[src/hw/dsb_defines.vh]
// Register map constants for the staged input and broadcast load bank.
// Assumes byte addresses from the serial register port, 16-bit registers
// occupy two consecutive addresses.
`ifndef DSB_DEFINES_VH
`define DSB_DEFINES_VH

// ============================================================
// Addresses
`define DSB_ADDR_BCAST_VAL     8'hE6
`define DSB_ADDR_BCAST_SEL     8'hE8
`define DSB_ADDR_SOFT_TRIG     8'hE9
`define DSB_ADDR_STAGED_FIRST  8'hEA
`define DSB_ADDR_STAGED_LAST   8'hF8
`define DSB_ADDR_SOFT_MASK     8'hE4

// ============================================================
// Fields and reset values
`define DSB_TRIG_BIT           7
`define DSB_RST_BCAST_SEL      8'hFF
`define DSB_RST_SOFT_TRIG      8'h00
`define DSB_RST_STAGED         16'h0000
`define DSB_RST_BCAST_VAL      16'h0000
`define DSB_RST_SOFT_MASK      8'h00

`endif

[src/hw/dsb_stage_mem.v]
// Eight-entry staged value store with registered read data.
// Assumes one masked write per cycle: a single channel or a masked write across all channels.
`timescale 1ns/10ps
`include "dsb_defines.vh"

module dsb_stage_mem #(
    parameter CH_N = 8,
    parameter DW   = 16
) (
    input  wire                 sys_clk_i,
    input  wire                 rstn_i,
    input  wire [CH_N-1:0]      wr_mask_i,
    input  wire [DW-1:0]        wr_data_i,
    input  wire [2:0]           rd_idx_i,
    output reg  [DW-1:0]        rd_data_o,
    output wire [CH_N*DW-1:0]   all_data_o
);

    reg [DW-1:0] mem_r [0:CH_N-1];
    integer      k;

    genvar g;
    generate
        for (g = 0; g < CH_N; g = g + 1) begin : g_flat
            assign all_data_o[g*DW +: DW] = mem_r[g];
        end
    endgenerate

    // ============================================================
    // Storage
    always @(posedge sys_clk_i) begin
        if (!rstn_i) begin
            for (k = 0; k < CH_N; k = k + 1) begin
                mem_r[k] <= `DSB_RST_STAGED;
            end
            rd_data_o <= `DSB_RST_STAGED;
        end else begin
            for (k = 0; k < CH_N; k = k + 1) begin
                if (wr_mask_i[k]) begin
                    mem_r[k] <= wr_data_i;
                end
            end
            rd_data_o <= mem_r[rd_idx_i];
        end
    end

endmodule // dsb_stage_mem

[src/hw/dsb_bank.v]
// Staged input, broadcast and software load register bank.
// Assumes a byte-addressed register port in the device clock domain; a 16-bit
// register is written as a whole word at its even address.
// Assumes one request per cycle: a write and a read never share a cycle.
// Assumes the hardware load strobe is a one-cycle pulse from the pin logic.
// Read data answer one cycle after the read request, with rvalid_o.
`timescale 1ns/10ps
`include "dsb_defines.vh"

// Operation
// - A broadcast write also stores its word into every selected staged channel.
// - A broadcast write leaves deselected staged channels unchanged.
// - A select bit of 1 includes its channel and 0 excludes it.
// - All select bits reset to 1.
// - Writing 1 to trigger bit 7 copies enabled staged values to active values.
// - Writing 0 to the trigger bit does nothing.
// - On a software trigger with no hardware strobe in the same cycle, only channels enabled in the soft load mask are loaded.
// - The trigger register is at 0xE9 and resets to 0x00.
// - Eight read/write staged registers sit at 0xEA to 0xF8 step 2, reset 0x0000.
// - Writing a staged register leaves the active value unchanged.
// - Loading an active value also updates the channel output code.
// - The broadcast value register at 0xE6 reads back the last written word.
// - The select register sits at 0xE8, resets to 0xFF, one bit per channel.
module dsb_bank #(
    parameter CH_N = 8,
    parameter DW   = 16
) (
    input  wire                 sys_clk_i,
    input  wire                 rstn_i,
    input  wire                 wr_en_i,
    input  wire                 rd_en_i,
    input  wire [7:0]           addr_i,
    input  wire [DW-1:0]        wdata_i,
    input  wire                 load_strobe_i,
    output reg  [DW-1:0]        rdata_o,
    output reg                  rvalid_o,
    output wire [CH_N*DW-1:0]   active_converter_value_o,
    output reg  [CH_N-1:0]      out_update_o
);

    reg  [DW-1:0]       broadcast_input_value_r;
    reg  [CH_N-1:0]     broadcast_input_select_r;
    reg  [CH_N-1:0]     soft_load_channel_mask_r;
    reg  [DW-1:0]       active_r [0:CH_N-1];
    reg  [CH_N-1:0]     stage_mask_nxt;
    reg  [DW-1:0]       stage_data_nxt;
    reg  [CH_N-1:0]     load_mask_nxt;
    reg  [DW-1:0]       rdata_nxt;
    reg                 stage_rd_r;
    reg  [DW-1:0]       rdata_hold_r;
    wire [DW-1:0]       stage_rd_data;
    wire [CH_N*DW-1:0]  stage_all;
    wire                staged_hit;
    wire [2:0]          staged_idx;
    wire [7:0]          staged_off;
    wire                sel_bcast_val;
    wire                sel_bcast_sel;
    wire                sel_soft_mask;
    wire                sel_soft_trig;
    wire                wr_bcast_val;
    wire                wr_bcast_sel;
    wire                wr_soft_mask;
    wire                wr_soft_trig;
    wire                trig_fire;
    wire                rd_staged;
    reg  [CH_N-1:0]     soft_load_nxt;
    integer             k;

    // Channel index of a staged address
    function [2:0] dsb_idx;
        input [7:0] a;
        reg   [7:0] d;
        begin
            d = a - `DSB_ADDR_STAGED_FIRST;
            dsb_idx = d[3:1];
        end
    endfunction

    assign staged_off = addr_i - `DSB_ADDR_STAGED_FIRST;
    assign staged_hit = (addr_i >= `DSB_ADDR_STAGED_FIRST) &&
                        (addr_i <= `DSB_ADDR_STAGED_LAST) && !staged_off[0];
    assign staged_idx = dsb_idx(addr_i);

    genvar g;
    generate
        for (g = 0; g < CH_N; g = g + 1) begin : g_act
            assign active_converter_value_o[g*DW +: DW] = active_r[g];
        end
    endgenerate

    // ============================================================
    // Register selects
    function dsb_is;
        input [7:0] a;
        input [7:0] b;
        begin
            dsb_is = (a == b);
        end
    endfunction

    assign sel_bcast_val = dsb_is(addr_i, `DSB_ADDR_BCAST_VAL);
    assign sel_bcast_sel = dsb_is(addr_i, `DSB_ADDR_BCAST_SEL);
    assign sel_soft_mask = dsb_is(addr_i, `DSB_ADDR_SOFT_MASK);
    assign sel_soft_trig = dsb_is(addr_i, `DSB_ADDR_SOFT_TRIG);
    assign wr_bcast_val  = wr_en_i && sel_bcast_val;
    assign wr_bcast_sel  = wr_en_i && sel_bcast_sel;
    assign wr_soft_mask  = wr_en_i && sel_soft_mask;
    assign wr_soft_trig  = wr_en_i && sel_soft_trig;
    assign rd_staged     = rd_en_i && staged_hit;
    assign trig_fire     = wr_soft_trig && wdata_i[`DSB_TRIG_BIT];

    // ============================================================
    // Staged write decode
    always @* begin
        stage_mask_nxt = {CH_N{1'b0}};
        stage_data_nxt = wdata_i;
        if (wr_bcast_val) begin
            stage_mask_nxt = broadcast_input_select_r;
        end else if (wr_en_i && staged_hit) begin
            stage_mask_nxt[staged_idx] = 1'b1;
        end
    end

    dsb_stage_mem #(
        .CH_N (CH_N),
        .DW   (DW)
    ) u_mem (
        .sys_clk_i  (sys_clk_i),
        .rstn_i     (rstn_i),
        .wr_mask_i  (stage_mask_nxt),
        .wr_data_i  (stage_data_nxt),
        .rd_idx_i   (staged_idx),
        .rd_data_o  (stage_rd_data),
        .all_data_o (stage_all)
    );

    // ============================================================
    // Load decode
    always @* begin
        soft_load_nxt = {CH_N{1'b0}};
        if (trig_fire) begin
            soft_load_nxt = soft_load_channel_mask_r;
        end
    end

    always @* begin
        // hardware strobe loads all channels and wins
        if (load_strobe_i) begin
            load_mask_nxt = {CH_N{1'b1}};
        end else begin
            load_mask_nxt = soft_load_nxt;
        end
    end

    // ============================================================
    // Broadcast value register
    always @(posedge sys_clk_i) begin
        if (!rstn_i) begin
            broadcast_input_value_r <= `DSB_RST_BCAST_VAL;
        end else if (wr_bcast_val) begin
            broadcast_input_value_r <= wdata_i;
        end
    end

    // ============================================================
    // Broadcast select register
    always @(posedge sys_clk_i) begin
        if (!rstn_i) begin
            broadcast_input_select_r <= `DSB_RST_BCAST_SEL;
        end else if (wr_bcast_sel) begin
            broadcast_input_select_r <= wdata_i[CH_N-1:0];
        end
    end

    // ============================================================
    // Soft load channel mask
    always @(posedge sys_clk_i) begin
        if (!rstn_i) begin
            soft_load_channel_mask_r <= `DSB_RST_SOFT_MASK;
        end else if (wr_soft_mask) begin
            soft_load_channel_mask_r <= wdata_i[CH_N-1:0];
        end
    end

    // ============================================================
    // Active values
    always @(posedge sys_clk_i) begin
        if (!rstn_i) begin
            for (k = 0; k < CH_N; k = k + 1) begin
                active_r[k] <= `DSB_RST_STAGED;
            end
        end else begin
            for (k = 0; k < CH_N; k = k + 1) begin
                if (load_mask_nxt[k]) begin
                    active_r[k] <= stage_all[k*DW +: DW];
                end
            end
        end
    end

    // ============================================================
    // Output update pulses
    always @(posedge sys_clk_i) begin
        if (!rstn_i) begin
            out_update_o <= {CH_N{1'b0}};
        end else begin
            out_update_o <= load_mask_nxt;
        end
    end

    // ============================================================
    // Read path
    function [DW-1:0] dsb_pad;
        input [CH_N-1:0] v;
        begin
            dsb_pad = {{(DW-CH_N){1'b0}}, v};
        end
    endfunction

    always @* begin
        rdata_nxt = {DW{1'b0}};
        if (sel_bcast_val) begin
            rdata_nxt = broadcast_input_value_r;
        end else if (sel_bcast_sel) begin
            rdata_nxt = dsb_pad(broadcast_input_select_r);
        end else if (sel_soft_mask) begin
            rdata_nxt = dsb_pad(soft_load_channel_mask_r);
        end else if (sel_soft_trig) begin
            rdata_nxt = dsb_pad(`DSB_RST_SOFT_TRIG);
        end
    end

    // ============================================================
    // Read answer registers
    always @(posedge sys_clk_i) begin
        if (!rstn_i) begin
            rvalid_o <= 1'b0;
        end else begin
            rvalid_o <= rd_en_i;
        end
    end

    always @(posedge sys_clk_i) begin
        if (!rstn_i) begin
            stage_rd_r <= 1'b0;
        end else begin
            stage_rd_r <= rd_staged;
        end
    end

    always @(posedge sys_clk_i) begin
        if (!rstn_i) begin
            rdata_hold_r <= {DW{1'b0}};
        end else begin
            rdata_hold_r <= rdata_nxt;
        end
    end

    // Staged words come straight from the store's read register
    always @* begin
        rdata_o = stage_rd_r ? stage_rd_data : rdata_hold_r;
    end

endmodule // dsb_bank

[config.mk]
export PLATFORM = sky130hd
export DESIGN_NAME = dsb_bank
export DESIGN_NICKNAME = d
export VERILOG_FILES = /design/src/hw/dsb_stage_mem.v /design/src/hw/dsb_bank.v
export VERILOG_INCLUDE_DIRS = /design/src /design/src/hw
export SDC_FILE = /design/constraint.sdc
export NUM_CORES = 1
export LEC_CHECK = 0
export ABC_AREA = 0
export BUFFER_PORTS_ARGS = -buffer_cell sky130_fd_sc_hd__buf_2
export CORE_ASPECT_RATIO = 1.2
export CORE_UTILIZATION = 51
export DETAILED_ROUTE_END_ITERATION = 16
export PLACE_DENSITY = 0.72
export SYNTH_ARGS = -nofsm -noshare
export SYNTH_HDL_FRONTEND = slang
export SYNTH_SLANG_ARGS = --single-unit
[constraint.sdc]
create_clock -name sys_clk_i -period 5.9 [get_ports sys_clk_i]
set_input_delay 1.18 -clock sys_clk_i [delete_from_list [all_inputs] [get_ports sys_clk_i]]
set_output_delay 1.18 -clock sys_clk_i [all_outputs]
set_load 0.01 [all_outputs]
# Word-level counts from Yosys, hierarchy flattened
# Memory sizes are Yosys's and may differ from the RTL's. A register that Yosys moved wholly into a read port is not among the register bits.
# Index checks and enable logic that the tools add are counted.
# classes
n_addsub	1
magnitude_cmp	4
n_eq_ne	4
muxes	75
bitwise	16
n_reduce_logical	12
# op_table
operator	n
$mux W16	18
$mux W1	50
$mux W8	6
$eq A8 B8 Y1 const B	4
$or A1 B1 Y1	16
$logic_and A1 B1 Y1	10
$ge A8 B8 Y1 const B	1
$le A8 B8 Y1 const B	1
$lt A3 B4 Y1 const B	1
$sub A4 B4 Y4 const B	1
$demux W1 S3	1
$ge A3 B1 Y1 const B	1
$logic_not A1 Y1	2
# totals
regBits	58
ram_bits	256
inputBits	29
elab_cells	121
memories	2
# mem_list
name	depth	word_bits	read_ports	rd_clocked_by_memory_dff	write_ports	line_no	rtl
active_r	8	16	8	0	8	dsb_bank.v:44	reg [DW-1:0] active_r [0:CH_N-1];
u_mem.mem_r	8	16	9	1	8	dsb_stage_mem.v:19	reg [DW-1:0] mem_r [0:CH_N-1];

# Depth between registers and ports, before layout
# Gate-level depths: netlist (run 1).
# logic_depth
word_depth	11
mapped_depth	10
mapped_depth_nobuf	6

# Hierarchy
# A second synthesis (run 1) with hierarchy kept.
# hier_totals
cells_unflattened	957
hier_area_um2	13918.3
# by_module_without_submodules
module	instances	cells_each	area_per_inst_um2	seq_area_each_um2
dsb_bank	1	563	7738.7	5004.8
dsb_stage_mem	1	394	6179.7	4164.0

# Least setup slack after synthesis (run 1)
# OpenSTA, ideal clock, no wires.
# synth_path
path_kind	input to register
start	input addr_i[1]
end	memory u_mem.mem_r[2][0], enable pin
t_arrival_ns	3.895
t_required_ns	5.489
slack_ns	1.594
stages	7
path_buffers	2
cell_sequence	buf_6 > buf_2 > inv_1 > ha_1 > o41ai_4 > a32oi_2 > o21ai_0
# synth_lines
element	line_no	rtl
start: declaration	dsb_bank.v:32	input wire [7:0] addr_i,
end: declaration	dsb_stage_mem.v:19	

==> run summary, run 1 <==
Core Region - 25540 um2
wire per inst - 22.74 um
Metal-1 WL - 12.62 mm
layout cells sized above 1 - 25.17%
worst clock skew - 0.02467 ns
H-Tree Depth - 1
RePlAce Congestion - 0.8737
TritonCTS clock tree - built
IO Pins - 182
All-Layer GR Usage - 25.69%
# hold bufs at CTS - 0
initial DRC count - 645
critical path cell sequence - buf_2 > inv_1 > ha_1 > buf_4 > inv_2 > nor2_1 > a22oi_2 > o21ai_1 > buf_4
Crit-path slowest cell - a22oi_2
Relative slew margins - 22.73%
Worst Hold Class - flop to flop
DP Wirelength - 24.70 mm
final hold vios - 0
number of global-route vias before repair - 8217
Total Wirelength - 34.07 mm
f_max - 257.9 MHz
diode count - 0
std cell rows - 64
Lkg Pwr - 6.181 nW
WP data required - 6.19 ns
worst slew pin tran - 1.159 ns
Area contributors post-synth - edfxtp_1, dfxtp_1, and2_1
Critical path buffers and inverters - 5
Die W - 149.3 um
first-pass GRT wire length - 49.14 mm
CP Data Arrival Time - 4.17 ns
Synth top area share - 57.92%
Max Fanout on Critical Path - 36
Syn Area/Cell - 13.66 um2
DP Area - 14430 um2
Post-Syn Instances - 972
Synth async-reset ratio - 0%
Crit. End Element - flop
pre-CTS setup slack - 1.490 ns
Max-Cap Viols - 0
1st-pass router iterations - 5
most frequent cells in the layout - edfxtp_1, buf_2, nor2_1
Worst setup SP type - primary input
Avg Vias per Cell - 5.537
critical path's largest stage delay - 0.69 ns
final setup TNS - 0 ns
cell area after synthesis - 13270 um2
met3 WL - 1.705 mm
Post-Syn Nets - 1003
largest net degree at the start of global routing - 97
fin crit share - 65.73%
CTS resizes - 0
Fill cells - 2005
Clk Latency, worst-skew pair - 0.57 ns
final setup fails - 0
top_reg_cell synth - edfxtp_1
Final nets - 1175
sequential share of the synthesized area - 69.08%
post-synthesis register bit count - 330
setup bufs post-CTS - 0
Overflow after GRT - 0
vias - 8294
clock buffer count from CTS - 31
CTS root buffer - clkbuf_16
die area - 26680 um2
Die Height - 178.7 um
synth warn - 0
RSZ-0062 raised after global routing - false
Top Layer Used - met4
run status - completed
area leader, netlist - edfxtp_1
most common cell after layout, fill and taps aside - edfxtp_1
Top delay family on crit path - buffers and inverters
Post-Layout Inst Area - 15390 um2
Final Util - 60.27%
setup ws final - 2.022 ns
EDFF count, synth - 256
synthesis-to-finish area growth - 15.99%
Slew Viols, Final - 0
antenna violations before repair - 0
Period minus WS final - 3.878 ns
Power Dens Cells - 323.7 nW/um2
routed wl met2 - 18.16 mm
IO Port Bufs - 181
DRC - 0
clk buf depth - 3
most frequent CP cell - buf_4
CTS Sinks - 330
Worst VDD drop - 225.9 uV
Yosys cell types - 48
Initial Utilization - 51.96%
Routed Antenna Nets - 0
CP Class - primary input to flop
Worst-path clk slew - 0.06 ns
==> where the power goes <==
part           internal (mW)  switching, mW  total [mW]  leakage [nW]
registers               2.63         0.0590        2.69          3.31
logic                  0.133          0.244       0.376          2.40
clock network           1.07          0.852        1.92         0.475
==> cells by family (layout without fill, tap and decap cells) <==
family	after synthesis	in the layout	synth area share, %
AOI/OAI and AO/OA	86	86	4.968
xor gates and xnor gates	1	1	0.06600
adders and majority gates	2	2	0.1885
buffers and inverters	82	278	2.800
DFF	330	330	69.08
muxes	93	93	8.201
and+or+nand+nor	378	378	14.70
==> area by class of cell <==
| type | count | area [um2] | share of cell area, % |
|---|---|---|---|
| repair buffers | 194 | 1003 | 6.518 |
| flip-flops and latches | 330 | 9169 | 59.56 |
| multi-input cells | 560 | 3745 | 24.33 |
| well taps | 330 | 412.9 | 2.682 |
| clock buffers | 41 | 823.3 | 5.348 |
| inverters | 27 | 101.3 | 0.6583 |
| clock inverters | 16 | 140.1 | 0.9103 |
==> synth_stat cells (2+ instances only) <==
| library cell | instances |
|---|---|
| nor3_4 | 2 |
| and2_1 | 129 |
| nand2_1 | 54 |
| o21a_1 | 3 |
| buf_4 | 7 |
| a22oi_2 | 3 |
| mux2i_1 | 66 |
| and3_1 | 16 |
| buf_2 | 18 |
| inv_2 | 2 |
| nor4_2 | 6 |
| nor3_1 | 3 |
| ha_1 | 2 |
| inv_1 | 25 |
| mux2_2 | 16 |
| o22ai_1 | 13 |
| a32oi_2 | 3 |
| nand2b_1 | 7 |
| o21a_2 | 6 |
| a31oi_1 | 5 |
| edfxtp_1 | 256 |
| a211o_1 | 4 |
| dfxtp_1 | 74 |
| clkbuf_1 | 27 |
| mux4_2 | 11 |
| a22o_1 | 9 |
| a21oi_1 | 6 |
| or2_2 | 2 |
| o21ai_0 | 22 |
| buf_6 | 2 |
| nor3b_1 | 5 |
| a221oi_1 | 8 |
| nor2_1 | 145 |
==> flip-flops by register name, indices dropped and copies added (netlist names) <==
| register | count |
|---|---|
| out_update_o | 8 |
| stage_rd_r | 1 |
| broadcast_input_value_r | 16 |
| u_mem.mem_r | 128 |
| rvalid_o | 1 |
| rdata_hold_r | 16 |
| u_mem.rd_data_o | 16 |
| broadcast_input_select_r | 8 |
| active_r | 128 |
| soft_load_channel_mask_r | 8 |
==> per-stage QoR <==
stage          power (mW)  hold WS [ns]  cells
2_1_floorplan       2.936        0.4516    972
3_3_place_gp        3.104        0.4596   1441
3_5_place_dp        3.112        0.4597   1441
4_1_cts             4.998        0.4780   1498
5_1_grt             5.109        0.4855   1498
6_report            4.983        0.4774   1498
==> path summary, 6_finish.rpt <==
kind	slack [ns]	startpoint	cells after the start	endpoint
hold reg to reg	0.48	broadcast_input_value_r[11]	1	rdata_hold_r[11]
hold / removal	0.48	broadcast_input_value_r[11]	1	rdata_hold_r[11]
setup / recovery	2.02	addr_i[1]	9	u_mem.mem_r[5][14]
setup reg to reg	3.85	soft_load_channel_mask_r[1]	3	active_r[0][27]
==> metal layers <==
metal  track usage [%]  vias up
met4             12.07        0
met3             3.003       81
met5                 0        -
met2             47.23      348
li1                  -     3798
met1             29.75     4067
(Power assumes the default switching activity.)
==> inputs of run 2 (changes only) <==
Settings changed: PLACE_DENSITY 0.72 to 0.75.
Clock period 5.9 ns to 3.25 ns, I/O delays scaled along.
==> run 2 against run 1 <==
Critical path depth decreased by 7; count of clock-buffer cells in the layout is 2 lower; largest power group unchanged; largest cell class unchanged; sequential share of layout area down 1.1 points.
==> run summary, run 2 (synthesis results as in run 1) <==
CTS root buffer - clkbuf_16
IO Pins - 182 (unchanged)
worst clock skew - 0.01349 ns (-0.01118 ns)
vias - 8470 (+2.1%)
Max Fanout on Critical Path - 16 (-56%)
die area - 26680 um2 (unchanged)
final setup TNS - 0 ns (unchanged)
Slew Viols, Final - 0 (unchanged)
fin crit share - 84.91%
CTS resizes - 0 (unchanged)
All-Layer GR Usage - 25.52% (-0.18 points)
Lkg Pwr - 6.335 nW (+2.5%)
initial DRC count - 751 (+16%)
Core Region - 25540 um2 (unchanged)
CP Class - flop to output pin
final hold vios - 0 (unchanged)
wire per inst - 22.29 um (-2.0%)
Initial Utilization - 51.96% (unchanged)
Total Wirelength - 33.84 mm (-0.68%)
layout cells sized above 1 - 27.10% (+1.9 points)
CTS Sinks - 330 (unchanged)
f_max - 362.4 MHz
Routed Antenna Nets - 0 (unchanged)
1st-pass router iterations - 5 (unchanged)
Period minus WS final - 2.759 ns
Worst setup SP type - flop
Worst-path clk slew - 0.06 ns (about the same)
DP Wirelength - 24.72 mm (about the same)
number of global-route vias before repair - 8526 (+3.8%)
Avg Vias per Cell - 5.580 (+0.78%)
Max-Cap Viols - 0 (unchanged)
diode count - 0 (unchanged)
setup ws final - 0.4905 ns (-1.532 ns)
Die Height - 178.7 um (unchanged)
Min Hold Slack - 0.3553 ns (-0.1221 ns)
clock buffer count from CTS - 30 (-3.2%)
biggest regs - active_r x128, u_mem.mem_r x128
CP Data Arrival Time - 2.11 ns (-2.06 ns)
RePlAce Congestion - 0.9022 (+3.3%)
Power, Total - 9.409 mW (+89%)
clk buf depth - 3 (unchanged)
Final nets - 1195 (+1.7%)
Die W - 149.3 um (unchanged)
synthesis-to-finish area growth - 18.24%
TritonCTS clock tree - built
Power Dens Cells - 599.5 nW/um2 (+85%)
# hold bufs at CTS - 0 (unchanged)
antenna violations before repair - 0 (unchanged)
H-Tree Depth - 1 (unchanged)
Reg2Reg Setup Slack - 1.64 ns (-2.21 ns)
Crit. End Element - output pin
Clk Latency, worst-skew pair - 0.56 ns (about the same)
most common cell after layout, fill and taps aside - edfxtp_1
worst slew pin tran - 0.9429 ns (-0.2161 ns)
setup bufs post-CTS - 0 (unchanged)
first-pass GRT wire length - 49.40 mm (+0.52%)
std cell rows - 64 (unchanged)
most frequent cells in the layout - edfxtp_1, buf_2, nor2_1
pre-CTS setup slack - 0.4742 ns (-1.016 ns)
Worst Hold Class - primary input to flop
run status - completed
DRC - 0 (unchanged)
final setup fails - 0 (unchanged)
Relative slew margins - 37.05% (+14 points)
largest net degree at the start of global routing - 62 (-36%)
IO Port Bufs - 181 (unchanged)
WP data required - 2.60 ns (-3.59 ns)
Worst VDD drop - 404.8 uV (+79%)
Overflow after GRT - 0 (unchanged)
RSZ-0062 raised after global routing - false
run 2: changes by cell type in the layout (fill, tap and decap cells not counted):
| cell | change |
|---|---|
| buf_4 | +20 |
| bufinv_16 | +5 |
| o21ai_1 | -5 |
| o21ai_2 | +5 |
| clkbuf_1 | -2 |
| buf_12 | +1 |
| clkinv_1 | -1 |
| clkinv_2 | -1 |
| clkinv_8 | -1 |
| clkinvlp_4 | +1 |
| inv_4 | -1 |
| inv_6 | -1 |
run 2: metal layers:
metal | share of wire, % | global-route usage, %
met1 | 36 | 29.37
met3 | 5.6 | 2.570
met2 | 54 | 48.10
met4 | 4.2 | 10.46
met5 | 0 | 0
run 2: cell type report:
class | instances | area (um2)
clock buffer | 39 | 815.8
clock inverter | 17 | 257.7
fill | 1934 | 9851
inverter | 27 | 101.3
multi-input combinational | 560 | 3764
sequential | 330 | 9169
tap | 330 | 412.9
timing repair buffer | 215 | 1174
run 2: worst max-delay path, cell delays in order (launching register included):
cell     delay [ns]
dfxtp_1        0.93
mux2_2         0.45
buf_2          0.15
run 2: report_power, final:
part / internal (mW) / switching (mW) / total, mW
logic: 0.261 / 0.448 / 0.709
registers: 4.77 / 0.107 / 4.87
clock network: 2.32 / 1.51 / 3.83
total: 7.34 / 2.07 / 9.41
run 2: worst paths after layout:
check	startpoint	to	cells after the start
hold reg to reg	broadcast_input_value_r[9]	rdata_hold_r[9]	1
setup / recovery	stage_rd_r	rdata_o[12]	2
hold / removal	rd_en_i	rvalid_o	2
setup reg to reg	soft_load_channel_mask_r[2]	active_r[0][38]	4
run 2: through the flow:
| step | cells | util (%) | instance area (um2) |
|---|---|---|---|
| 2_1_floorplan | 972 | - | 13290 |
| 4_1_cts | 1518 | 61.44 | 15690 |
| 5_1_grt | 1518 | 61.44 | 15690 |
| 6_report | 1518 | 61.44 | 15690 |
| 3_3_place_gp | 1462 | 57.23 | 14620 |
| 3_5_place_dp | 1462 | 57.23 | 14620 |
==> inputs of run 3 (changes only) <==
Settings changed: ABC_AREA 0 to 1, PLACE_DENSITY 0.75 to 0.72.
Clock period 3.25 ns to 2.6 ns, I/O delays scaled along.
==> run 3 against run 2 <==
Register-to-register slack worse by 0.36 ns; wire length rose by 9.7%; cell count grew 28%; highest routed layer unchanged; largest cell class unchanged; global-route usage rose by 0.84 points; die area rose by 5.4%; design area up 5.3%; sequential cell count stayed put; sequential share of layout area fell by 2.9 points; area after synthesis up 5.5%; critical endpoint is now rdata_o[1]; critical path type unchanged.
==> run summary, run 3 <==
run status - completed
Die Height - 183.5 um (+2.7%)
clk buf depth - 3 (unchanged)
worst clock skew - 0.02370 ns (+0.01021 ns)
RePlAce Congestion - 0.9428 (+4.5%)
layout cells sized above 1 - 20.69% (-6.4 points)
Layout Cells excl Fill - 1945 (+28%)
diode count - 0 (unchanged)
biggest regs - active_r x128, u_mem.mem_r x128
fin crit share - 94.04%
Worst VDD drop - 471.7 uV (+17%)
Power Dens Cells - 708.4 nW/um2 (+18%)
initial DRC count - 1191 (+59%)
H-Tree Depth - 1 (unchanged)
Period minus WS final - 2.445 ns
vias - 10480 (+24%)
Slew Viols, Final - 0 (unchanged)
Initial Utilization - 51.70% (-0.26 points)
1st-pass router iterations - 6 (+1)
Relative slew margins - 51.36% (+14 points)
Crit-path slowest cell - dfxtp_1
Lkg Pwr - 7.568 nW (+19%)
most common cell after layout, fill and taps aside - nand2_1
Post-Layout Inst Area - 16520 um2 (+5.3%)
CP Class - flop to output pin
final setup TNS - 0 ns (unchanged)
DRC - 0 (unchanged)
Min Hold Slack - 0.2101 ns (-0.1452 ns)
Final nets - 1612 (+35%)
wire per inst - 19.09 um (-14%)
first-pass GRT wire length - 55.32 mm (+12%)
Crit. End Element - output pin
critical path's largest stage delay - 0.57 ns (-0.36 ns)
final setup fails - 0 (unchanged)
antenna violations before repair - 0 (unchanged)
Syn Area/Cell - 10.04 um2 (-26%)
cell area after synthesis - 14000 um2 (+5.5%)
sequential share of the synthesized area - 65.48% (-3.6 points)
f_max - 409.0 MHz
Post-Syn Nets - 1426 (+42%)
std cell rows - 66 (+3.1%)
Synth top area share - 54.90% (-3.0 points)
Inst Count DP - 1888 (+29%)
Avg Vias per Cell - 5.387 (-3.5%)
IO Pins - 182 (unchanged)
DP Wirelength - 25.26 mm (+2.2%)
Synth async-reset ratio - 0% (unchanged)
WP data required - 2.08 ns (-0.52 ns)
final hold vios - 0 (unchanged)
CP Data Arrival Time - 1.92 ns (-0.19 ns)
IO Port Bufs - 181 (unchanged)
DP Area - 15470 um2 (+5.8%)
Clk Latency, worst-skew pair - 0.57 ns (about the same)
Overflow after GRT - 0 (unchanged)
clock buffer count from CTS - 31 (+3.3%)
Post-Syn Instances - 1395 (+44%)
Max Fanout on Critical Path - 10 (-6)
Max-Cap Viols - 0 (unchanged)
RSZ-0062 raised after global routing - false
# hold bufs at CTS - 0 (unchanged)
post-synthesis register bit count - 330 (unchanged)
Total Wirelength - 37.13 mm (+9.7%)
CTS Sinks - 330 (unchanged)
synthesis-to-finish area growth - 17.99%
largest net degree at the start of global routing - 117 (+89%)
number of global-route vias before repair - 9895 (+16%)
worst slew pin tran - 0.7278 ns (-0.2151 ns)
Area contributors post-synth - edfxtp_1, dfxtp_1, nand2_1
Commonest cells post-synth - nand2_1, edfxtp_1, inv_1, nor2_1, a21oi_1
setup bufs post-CTS - 0 (unchanged)
Worst Hold Class - primary input to flop
Worst-path clk slew - 0.06 ns (about the same)
CTS resizes - 0 (unchanged)
die area - 28120 um2 (+5.4%)
EDFF count, synth - 256 (unchanged)
All-Layer GR Usage - 26.36% (+0.84 points)
area leader, netlist - edfxtp_1
CTS root buffer - clkbuf_16
critical path cell sequence - buf_4 > mux2_2 > buf_2
Core Region - 27090 um2 (+6.0%)
synth warn - 0 (unchanged)
Routed Antenna Nets - 0 (unchanged)
Die W - 153.3 um (+2.7%)
TritonCTS clock tree - built
top_reg_cell synth - edfxtp_1
most common cell in the synthesized netlist - nand2_1
most frequent cells in the layout - nand2_1, edfxtp_1, inv_1
Yosys cell types - 29 (-40%)
Worst setup SP type - flop
run 3: area by class of cell:
cell class | instances | area [um2]
multi-input cells | 802 | 3765
flip-flops and latches | 330 | 9169
clock inverters | 14 | 170.2
repair buffers | 226 | 1396
well taps | 340 | 425.4
inverters | 190 | 713.2
fillers | 2235 | 10570
clock buffers | 43 | 882.1
run 3: cell families after synthesis:
logic type / count (synthesis) / share of synthesized area, %
buf+inv: 263 / 7.989
compound gates: 177 / 6.380
flops: 330 / 65.48
simple gates: 607 / 18.68
fa+ha+maj: 2 / 0.1787
mux: 16 / 1.287
run 3: worst max-delay path, delay by kind of cell (launching register included):
family	cells	cell delay, ns
flip-flops	1	0.57
multiplexers	1	0.37
buffers and inverters	2	0.42
run 3: layer usage:
| metal | global-route usage, % | wire length, um |
|---|---|---|
| met1 | 33.68 | 14210 |
| met2 | 45.06 | 18090 |
| met4 | 11.43 | 1547 |
| met5 | 0 | 0 |
| met3 | 3.560 | 3280 |
run 3: report_power, final:
| group | internal, mW | switching (mW) |
|---|---|---|
| registers | 5.95 | 0.0944 |
| logic | 0.282 | 0.690 |
| clock network | 2.75 | 1.94 |
run 3: through the flow:
step	total power [mW]	util, %	setup WS, ns
floorplan	6.660	-	-0.09457
global placement	7.092	57.11	0.3581
detailed placement	7.110	57.11	0.3210
CTS	11.70	60.99	0.1679
global route	12.02	60.99	0.1083
finish	11.70	60.99	0.1551
run 3: path summary, 6_finish.rpt:
path                               startpoint  slack, ns                          end  cells after the start
setup / recovery                   stage_rd_r       0.16                   rdata_o[1]                      3
hold / removal                    wdata_i[10]       0.21  broadcast_input_value_r[10]                      3
setup reg to reg  soft_load_channel_mask_r[0]       1.28              active_r[0][12]                      5
hold reg to reg   broadcast_input_value_r[10]       0.44             rdata_hold_r[10]                      2
